File: src/logic/sirc_pkg.sv
// constants, register map and state layout of the serial port control block
package sirc_pkg;

    // ------------------------------------------------------------
    // register map (byte addresses, one 32-bit word each)
    // ------------------------------------------------------------
    localparam logic [3:0] SIRC_CTRL_OFS   = 4'h0;   // serial_ctrl_reg
    localparam logic [3:0] SIRC_STATUS_OFS = 4'h4;   // serial_status_ctrl_reg
    localparam logic [3:0] SIRC_DATA_OFS   = 4'h8;   // serial_data_reg

    // serial_ctrl_reg fields
    localparam int SIRC_CTRL_PORT_EN = 0;
    localparam int SIRC_CTRL_MASTER  = 1;
    localparam int SIRC_CTRL_TX_IE   = 2;
    localparam int SIRC_CTRL_RX_IE   = 3;

    // serial_status_ctrl_reg fields
    localparam int SIRC_ST_RATE_LO   = 0;
    localparam int SIRC_ST_RATE_HI   = 1;
    localparam int SIRC_ST_DET_EN    = 2;
    localparam int SIRC_ST_TX_EMPTY  = 3;
    localparam int SIRC_ST_CONFLICT  = 4;
    localparam int SIRC_ST_OVERRUN   = 5;
    localparam int SIRC_ST_ERR_IE    = 6;
    localparam int SIRC_ST_RX_FULL   = 7;

    // ------------------------------------------------------------
    // transfer counts
    // ------------------------------------------------------------
    localparam logic [3:0] SIRC_BITS_PER_BYTE = 4'h8;
    localparam logic [3:0] SIRC_OVR_CHECK_CNT = 4'h6;  // captures before bit 1
    localparam logic [6:0] SIRC_HALF_DIV2     = 7'h00; // half bit minus one
    localparam logic [6:0] SIRC_HALF_DIV8     = 7'h03;
    localparam logic [6:0] SIRC_HALF_DIV32    = 7'h0f;
    localparam logic [6:0] SIRC_HALF_DIV128   = 7'h3f;

    // ------------------------------------------------------------
    // complete state of the block
    // ------------------------------------------------------------
    typedef struct packed {
        logic       ack;        // bus answer pending this cycle
        logic       wreq;       // waitrequest, high while no answer stands
        logic [7:0] rdata;
        logic       port_en;    // port_enable_bit
        logic       master;
        logic       tx_ie;      // tx_irq_enable
        logic       rx_ie;      // rx_irq_enable
        logic       err_ie;     // error_irq_enable
        logic       det_en;     // select_conflict_detect_enable
        logic [1:0] rate;       // rate_select_hi, rate_select_lo
        logic       tx_empty;   // tx_empty_flag
        logic       rx_full;    // rx_full_flag
        logic       ovr;        // overrun_flag
        logic       conflict;   // select_conflict_flag
        logic       rx_armed;   // first step of receive clear done
        logic       ovr_armed;
        logic       conf_armed;
        logic [7:0] tx_buf;
        logic [7:0] rx_data;
        logic [7:0] shift;
        logic [3:0] bit_cnt;
        logic       busy;
        logic       ovr_hit;
        logic [6:0] div;
        logic       sck;
        logic       mosi;
        logic       miso;
        logic       sck_oe_n;
        logic       mosi_oe_n;
        logic       miso_oe_n;
        logic       irq_tx;
        logic       irq_rx;
        logic       sck_s1;
        logic       sck_s2;
        logic       sck_d;
        logic       ss_s1;
        logic       ss_s2;
        logic       din_m1;
        logic       din_m2;
        logic       din_s1;
        logic       din_s2;
    } sirc_state_s;

    localparam sirc_state_s SIRC_STATE_RST = '{
        master:    1'b1,
        wreq:      1'b1,
        tx_empty:  1'b1,
        sck_oe_n:  1'b1,
        mosi_oe_n: 1'b1,
        miso_oe_n: 1'b1,
        ss_s1:     1'b1,
        ss_s2:     1'b1,
        default:   '0
    };

endpackage

File: src/logic/sirc_spi_ctrl.sv
// serial port control: interrupts, transmit queue, flags, resets, low power, break
//
// Functional notes
// - transmit request follows transmit-empty flag gated by its enable.
// - receive request needs receive-full, receive enable and port enabled.
// - overrun and select conflict request only with receive and error enables.
// - select conflict never sets while its detection is disabled.
// - receive-full sets whenever a finished byte reaches the receive register.
// - transmit-empty sets whenever a byte moves into the shift register.
// - data write queues the byte and clears transmit-empty.
// - status read with receive-full set, then data read, clears it.
// - master starts a queued byte right after the previous one ends.
// - slave with nothing queued resends what the shift register holds.
// - system reset returns every bit and flag to its reset value.
// - port disabled: empty set, transfer aborted, shifter and counter cleared, pins released.
// - disabling keeps control bits and receive, overrun, conflict flags.
// - master select conflict with detection enabled clears port enable.
// - in wait the port runs and requests wake; registers are inaccessible.
// - in stop activity halts with registers kept; reset exit resets port.
// - break without clear enable: accesses leave flags alone; armed clears survive.
// - break with clear enable: flags may clear and stay cleared.
// - data write in protected break does nothing at all.
// - unread data at bit 1 capture sets overrun and drops new byte.
// - master with detection enabled flags conflict when select goes low.
//
// Chosen here: the register offsets and the Avalon-MM register port.
`timescale 1ns/1ns
module sirc_spi_ctrl
    import sirc_pkg::*;
(
    input  wire logic        clk_i,
    input  wire logic        reset_i,
    input  wire logic [3:0]  address_i,
    input  wire logic        read_i,
    input  wire logic        write_i,
    input  wire logic [31:0] writedata_i,
    output logic      [31:0] readdata_o,
    output logic             waitrequest_o,
    input  wire logic        wait_mode_i,
    input  wire logic        stop_mode_i,
    input  wire logic        break_i,
    input  wire logic        break_clear_enable_i,
    input  wire logic        sck_i,
    input  wire logic        ss_n_i,
    input  wire logic        mosi_i,
    input  wire logic        miso_i,
    output logic             sck_o,
    output logic             sck_oe_n_o,
    output logic             mosi_o,
    output logic             mosi_oe_n_o,
    output logic             miso_o,
    output logic             miso_oe_n_o,
    output logic             tx_irq_o,
    output logic             rx_irq_o
);

    // ------------------------------------------------------------
    // state and helpers
    // ------------------------------------------------------------
    sirc_state_s q;
    sirc_state_s next_q;
    logic        acc;
    logic        clr_ok;
    logic        cap;
    logic        fall;
    logic        done;
    logic        din;

    // half bit time minus one for each rate setting
    // the fastest rate outruns the two-flop input path: a slave answering on the fall is late
    function automatic logic [6:0] half_limit(input logic [1:0] rate);
        case (rate)
            2'h0:    half_limit = SIRC_HALF_DIV2;
            2'h1:    half_limit = SIRC_HALF_DIV8;
            2'h2:    half_limit = SIRC_HALF_DIV32;
            default: half_limit = SIRC_HALF_DIV128;
        endcase
    endfunction

    // register read decode; all reads see zero in wait mode
    function automatic logic [7:0] read_value(input logic [3:0] addr, input sirc_state_s s,
                                              input logic blocked);
        logic [7:0] v;
        v = 8'h00;
        if (blocked) begin
            v = 8'h00;
        end else if (addr == SIRC_CTRL_OFS) begin
            v[SIRC_CTRL_PORT_EN] = s.port_en;
            v[SIRC_CTRL_MASTER]  = s.master;
            v[SIRC_CTRL_TX_IE]   = s.tx_ie;
            v[SIRC_CTRL_RX_IE]   = s.rx_ie;
        end else if (addr == SIRC_STATUS_OFS) begin
            v[SIRC_ST_RATE_HI:SIRC_ST_RATE_LO] = s.rate;
            v[SIRC_ST_DET_EN]   = s.det_en;
            v[SIRC_ST_TX_EMPTY] = s.tx_empty;
            v[SIRC_ST_CONFLICT] = s.conflict;
            v[SIRC_ST_OVERRUN]  = s.ovr;
            v[SIRC_ST_ERR_IE]   = s.err_ie;
            v[SIRC_ST_RX_FULL]  = s.rx_full;
        end else if (addr == SIRC_DATA_OFS) begin
            v = s.rx_data;
        end
        return v;
    endfunction

    // ------------------------------------------------------------
    // next state
    // ------------------------------------------------------------
    always_comb begin
        next_q = q;
        acc    = (read_i | write_i) & q.ack;
        clr_ok = ~break_i | break_clear_enable_i;
        cap    = 1'b0;
        fall   = 1'b0;
        done   = 1'b0;
        din    = 1'b0;

        // link inputs through two flops before use
        next_q.sck_s1 = sck_i;
        next_q.sck_s2 = q.sck_s1;
        next_q.sck_d  = q.sck_s2;
        next_q.ss_s1  = ss_n_i;
        next_q.ss_s2  = q.ss_s1;
        next_q.din_m1 = miso_i;
        next_q.din_m2 = q.din_m1;
        next_q.din_s1 = mosi_i;
        next_q.din_s2 = q.din_s1;

        // bus answer one cycle after the request is seen
        next_q.ack = (read_i | write_i) & ~q.ack;
        next_q.wreq = ~next_q.ack;                                      // own flop for the pin
        if (next_q.ack) begin
            next_q.rdata = read_value(address_i, q, wait_mode_i);
        end

        // register reads with side effects
        if (acc && read_i && !wait_mode_i && clr_ok) begin
            if (address_i == SIRC_STATUS_OFS) begin
                next_q.rx_armed   = q.rx_full;
                next_q.ovr_armed  = q.ovr;
                next_q.conf_armed = q.conflict;
            end else if (address_i == SIRC_DATA_OFS) begin
                if (q.rx_armed) begin
                    next_q.rx_full = 1'b0;
                end
                if (q.ovr_armed) begin
                    next_q.ovr = 1'b0;
                end
                next_q.rx_armed  = 1'b0;
                next_q.ovr_armed = 1'b0;
            end
        end

        // register writes
        if (acc && write_i && !wait_mode_i) begin
            if (address_i == SIRC_CTRL_OFS) begin
                next_q.port_en = writedata_i[SIRC_CTRL_PORT_EN];
                next_q.master  = writedata_i[SIRC_CTRL_MASTER];
                next_q.tx_ie   = writedata_i[SIRC_CTRL_TX_IE];
                next_q.rx_ie   = writedata_i[SIRC_CTRL_RX_IE];
                if (clr_ok && q.conf_armed) begin
                    next_q.conflict   = 1'b0;
                    next_q.conf_armed = 1'b0;
                end
            end else if (address_i == SIRC_STATUS_OFS) begin
                next_q.rate   = writedata_i[SIRC_ST_RATE_HI:SIRC_ST_RATE_LO];
                next_q.det_en = writedata_i[SIRC_ST_DET_EN];
                next_q.err_ie = writedata_i[SIRC_ST_ERR_IE];
            end else if (address_i == SIRC_DATA_OFS && clr_ok) begin
                next_q.tx_buf   = writedata_i[7:0];
                next_q.tx_empty = 1'b0;
            end
        end

        // serial engine, frozen in stop mode with all state kept
        if (stop_mode_i) begin
            next_q.div = q.div;
        end else if (!q.port_en) begin
            // partial reset; control bits and sticky flags stay
            next_q.tx_empty = 1'b1;
            next_q.busy     = 1'b0;
            next_q.shift    = 8'h00;
            next_q.bit_cnt  = 4'h0;
            next_q.div      = 7'h00;
            next_q.sck      = 1'b0;
            next_q.ovr_hit  = 1'b0;
        end else if (q.master) begin
            din = q.din_m2;
            if (q.det_en && !q.ss_s2) begin
                next_q.conflict = 1'b1;
                next_q.port_en  = 1'b0;
            end else if (!q.busy) begin
                if (!q.tx_empty) begin
                    next_q.shift    = q.tx_buf;
                    next_q.mosi     = q.tx_buf[7];
                    next_q.tx_empty = 1'b1;
                    next_q.busy     = 1'b1;
                    next_q.bit_cnt  = 4'h0;
                    next_q.div      = 7'h00;
                    next_q.ovr_hit  = 1'b0;
                end
            end else if (q.div == half_limit(q.rate)) begin
                next_q.div = 7'h00;
                next_q.sck = ~q.sck;
                cap        = ~q.sck;
                fall       = q.sck;
                done       = q.sck && (q.bit_cnt == SIRC_BITS_PER_BYTE);
            end else begin
                next_q.div = q.div + 7'h01;
            end
        end else begin
            din  = q.din_s2;
            cap  = ~q.ss_s2 & q.sck_s2 & ~q.sck_d;
            fall = ~q.ss_s2 & ~q.sck_s2 & q.sck_d;
            if (q.det_en && q.ss_s2 && q.bit_cnt != 4'h0) begin
                next_q.conflict = 1'b1;
            end
            if (q.bit_cnt == 4'h0 && !cap && !q.tx_empty) begin
                next_q.shift    = q.tx_buf;
                next_q.miso     = q.tx_buf[7];
                next_q.tx_empty = 1'b1;
                next_q.ovr_hit  = 1'b0;
            end
            // with nothing queued the shift register content goes out again
            done = cap && (q.bit_cnt == SIRC_BITS_PER_BYTE - 4'h1);
        end

        // shared capture and output shifting
        if (cap && q.bit_cnt != SIRC_BITS_PER_BYTE) begin
            next_q.shift   = {q.shift[6:0], din};
            next_q.bit_cnt = q.bit_cnt + 4'h1;
            if (q.bit_cnt == SIRC_OVR_CHECK_CNT) begin
                next_q.ovr_hit = q.rx_full;
            end
        end
        if (fall && !done) begin
            next_q.mosi = q.shift[7];
            next_q.miso = q.shift[7];
        end

        // end of byte: deliver or drop on overrun
        if (done) begin
            next_q.bit_cnt = 4'h0;
            next_q.busy    = 1'b0;
            if (q.ovr_hit) begin
                next_q.ovr = 1'b1;
            end else begin
                next_q.rx_data = next_q.shift;
                next_q.rx_full = 1'b1;
            end
        end

        // pin ownership; released to general I/O while disabled
        next_q.sck_oe_n  = ~(next_q.port_en & next_q.master);
        next_q.mosi_oe_n = ~(next_q.port_en & next_q.master);
        next_q.miso_oe_n = ~(next_q.port_en & ~next_q.master & ~q.ss_s2);

        // interrupt requests, also the wake source in wait mode
        next_q.irq_tx = next_q.tx_empty & next_q.tx_ie;
        next_q.irq_rx = next_q.rx_ie & ((next_q.port_en & next_q.rx_full)
                      | (next_q.err_ie & (next_q.ovr | next_q.conflict)));
    end

    // ------------------------------------------------------------
    // state register
    // ------------------------------------------------------------
    always_ff @(posedge clk_i) begin
        if (reset_i) begin
            q <= SIRC_STATE_RST;
        end else begin
            q <= next_q;
        end
    end

    // outputs straight from flops
    assign readdata_o    = {24'h000000, q.rdata};
    assign waitrequest_o = q.wreq;
    assign sck_o         = q.sck;
    assign sck_oe_n_o    = q.sck_oe_n;
    assign mosi_o        = q.mosi;
    assign mosi_oe_n_o   = q.mosi_oe_n;
    assign miso_o        = q.miso;
    assign miso_oe_n_o   = q.miso_oe_n;
    assign tx_irq_o      = q.irq_tx;
    assign rx_irq_o      = q.irq_rx;
endmodule

File: config.mk
export PLATFORM = sky130hd
export DESIGN_NAME = sirc_spi_ctrl
export DESIGN_NICKNAME = d
export VERILOG_FILES = /design/src/logic/sirc_pkg.sv /design/src/logic/sirc_spi_ctrl.sv
export SDC_FILE = /design/constraint.sdc
export NUM_CORES = 1
export LEC_CHECK = 0
export BUFFER_PORTS_ARGS = -buffer_cell sky130_fd_sc_hd__buf_2
export CAP_MARGIN = 30
export CELL_PAD_IN_SITES_DETAIL_PLACEMENT = 1
export CELL_PAD_IN_SITES_GLOBAL_PLACEMENT = 1
export CORE_MARGIN = 3
export CORE_UTILIZATION = 40
export DETAILED_ROUTE_END_ITERATION = 10
export HOLD_SLACK_MARGIN = 0.02
export PLACE_DENSITY_LB_ADDON = 0.2
export SLEW_MARGIN = 10
export SYNTH_ARGS = -nofsm -noshare
export SYNTH_HDL_FRONTEND = slang
export SYNTH_SLANG_ARGS = --single-unit
File: constraint.sdc
create_clock -name clk_i -period 2.9 [get_ports clk_i]
set_input_delay 0.58 -clock clk_i [delete_from_list [all_inputs] [get_ports clk_i]]
set_output_delay 0.58 -clock clk_i [all_outputs]
set_load 0.01 [all_outputs]
==> flow_summary_export.csv <==
group,metric,value,unit
outcome,status,"finished clean",
clock_tree,cts_buffers,9,
cells_and_area,regMostFlops,"q",
synth,yosysSeqAreaShare,42.9,%
clock_tree,cts_tree,"built",
setup_path,cp-end-kind,"flop",
run,maxCapViolations,0,
die,pin_count,89,
route,detail_route.first_pass.iterations,4,
route,routed_via_density,5.25,
clock_tree,cts_resized,0,
min_path,min_path_type,"flop to flop",
clock_tree,clk_latency,0.36,ns
placement,io_buffers,40,
sta,slew_violations,0,
synth,synth-warning-count,0,
synth,syn_area_per_cell,9.33,um2
pwr,fin_total_pwr,2.00,mW
setup_path,r2r_slack,0.44,ns
cells_and_area,largest_reg_flops,57,
sta,hold_viol_final,0,
clock_tree,cts_setup_buffers,0,
route,ant_nets,0,
synth,synth_top_flop_cell,"dfxtp_1",
cells_and_area,syn_to_final_growth,10.9,%
global_routing,track_usage,18.1,%
route,vias,2840,
cells_and_area,fill_cells,1022,
global_routing,antenna_found_initial,0,
sta,post-route-period-util,84.9,%
setup_path,cp.required,3.15,ns
pwr,leakagePower,1.71,nW
sta,fin_crit,2.46,ns
placement,numPlacedInstances,524,
sta,fin_setup_tns,0,ns
clock_tree,root_buffer,"clkbuf_8",
route,wl_per_cell,16.4,um
die,dieArea,10300,um2
die,core,8760,um2
clock_tree,htreeDepth,3,
sta,maxSlewHeadroom,61.0,%
route,wirelength,8900,um
placement,place_congestion,0.786,
cells_and_area,nets,480,
global_routing,busiest_layer,"met2",
setup_path,critPathKind,"flop to flop",
global_routing,grt_use_met2,29.4,%
cells_and_area,fin_cells,541,
global_routing,grt_pass1_wl,14700,um
route,drc_errors,0,
cells_and_area,num_antenna_cells,0,
global_routing,grt_pass1_vias,2878,
clock_tree,cts_sinks,78,
global_routing,grtUsageMet1,24.5,%
global_routing,met3_usage,2.75,%
cells_and_area,drive_gt1_share,17.6,%
route,drtIter0Drc,119,
setup_path,critPathArrivalTime,2.71,ns
die,chipWidth,101,um
clock_tree,cts_buffer_depth,2,
setup_path,crit_fanout,6,
synth,synthArstFlopShare,0,%
synth,synth_seq_cells,78,
synth,ys_types,55,
die,placementRows,34,
sta,setup_viol_count_final,0,
setup_path,cp-start-kind,"flop",
die,die_h,101,um
sta,timing.fmax,406,MHz
synth,synthCells,390,
global_routing,grt_max_degree,45,
sta,grt_setup_unrepaired,"false",
clock_tree,postCtsHoldBufs,0,
global_routing,overflow,0,
clock_tree,clk_pin_slew,0.08,ns
pwr,p_per_area,496,nW/um2
die,start_util,41.5,%
sta,skew,0.0152,ns
sta,worst_pin_slew,0.580,ns
synth,synth-edff-count,0,
pwr,vdd_drop_max,0.197,mV
synth,netlist_area,3640,um2
placement,hpwl,6720,um
logic make-up (layout without fill, tap and decap cells):
logic type,count (synthesis),in the layout,synth area share [%]
buf+inv,56,76,9.35
compound gates,72,72,15.9
fa+ha+maj,4,4,1.38
xor+xnor,4,4,0.962
other cells,1,24,0.103
mux,34,34,9.38
flops,78,78,42.9
simple gates,141,141,20.0
where the power goes:
group / switching (mW) / internal (mW)
logic: 0.0667 / 0.0287
registers: 0.00396 / 1.08
clock network: 0.419 / 0.404
worst max-delay path, stage by stage, from the launching register on:
cell and delay (ns):
dfxtp_1 0.39, a211o_1 0.31, a221o_1 0.42, a21o_4 0.24, o41ai_4 0.58, a21oi_1 0.17, o22ai_1 0.25
final timing paths:
| check | endpoint | start | cells past startpoint |
|---|---|---|---|
| min | q[4] | next_q[4] | 1 |
| max | rx_irq_o | q[61] | 6 |
| min reg2reg | q[4] | next_q[4] | 1 |
| max reg2reg | rx_irq_o | q[61] | 6 |
layout by cell type (no fill, tap or decap), types with 9 or more instances in the layout:
cell type	instances
mux2i_1	33
nand2b_1	11
nor2_1	48
dfxtp_1	78
nor2b_1	13
a22o_1	12
o21ai_0	11
buf_2	40
conb_1	24
inv_1	11
nand2_1	20
a21oi_1	10
clkbuf_8	9
nand3_1	10
routing by layer:
layer | wire length [um] | vias to the layer above
met5 | 0 | -
met4 | 144 | 0
met3 | 362 | 11
met2 | 4050 | 62
met1 | 4350 | 1363
li1 | - | 1404
cells in the mapped netlist, drive strengths merged, types with 8 or more instances:
master | instances | share of area, %
nand2b | 11 | 1.9
mux2i | 33 | 9.1
a22oi | 8 | 1.7
dfxtp | 78 | 43
a21oi | 11 | 1.6
a22o | 12 | 2.9
nand2 | 20 | 2.1
inv | 11 | 1.1
nand3 | 11 | 1.9
nor2b | 13 | 2.2
o2bb2ai | 8 | 1.9
nor2 | 48 | 5.0
buf | 38 | 7.5
o21ai | 12 | 1.8
layout make-up:
| type | count | area [um2] | area share, % |
|---|---|---|---|
| inverter | 11 | 41.3 | 1.02 |
| timing repair buffer | 49 | 275 | 6.82 |
| tap | 108 | 135 | 3.35 |
| clock inverter | 6 | 71.3 | 1.77 |
| multi-input combinational | 279 | 1820 | 45.2 |
| clock buffer | 10 | 128 | 3.16 |
| sequential | 78 | 1560 | 38.7 |
through the flow:
stage | util, % | hold WS, ns | setup slack [ns] | area (um2)
after detailed placement | 43.6 | 0.400 | 0.255 | 3820
after global routing | 46.1 | 0.418 | 0.298 | 4040
after global placement | 43.6 | 0.395 | 0.313 | 3820
final | 46.1 | 0.417 | 0.438 | 4040
after floorplan | - | 0.389 | 0.636 | 3730
after CTS | 45.9 | 0.409 | 0.370 | 4020
(Power assumes the default switching activity.)
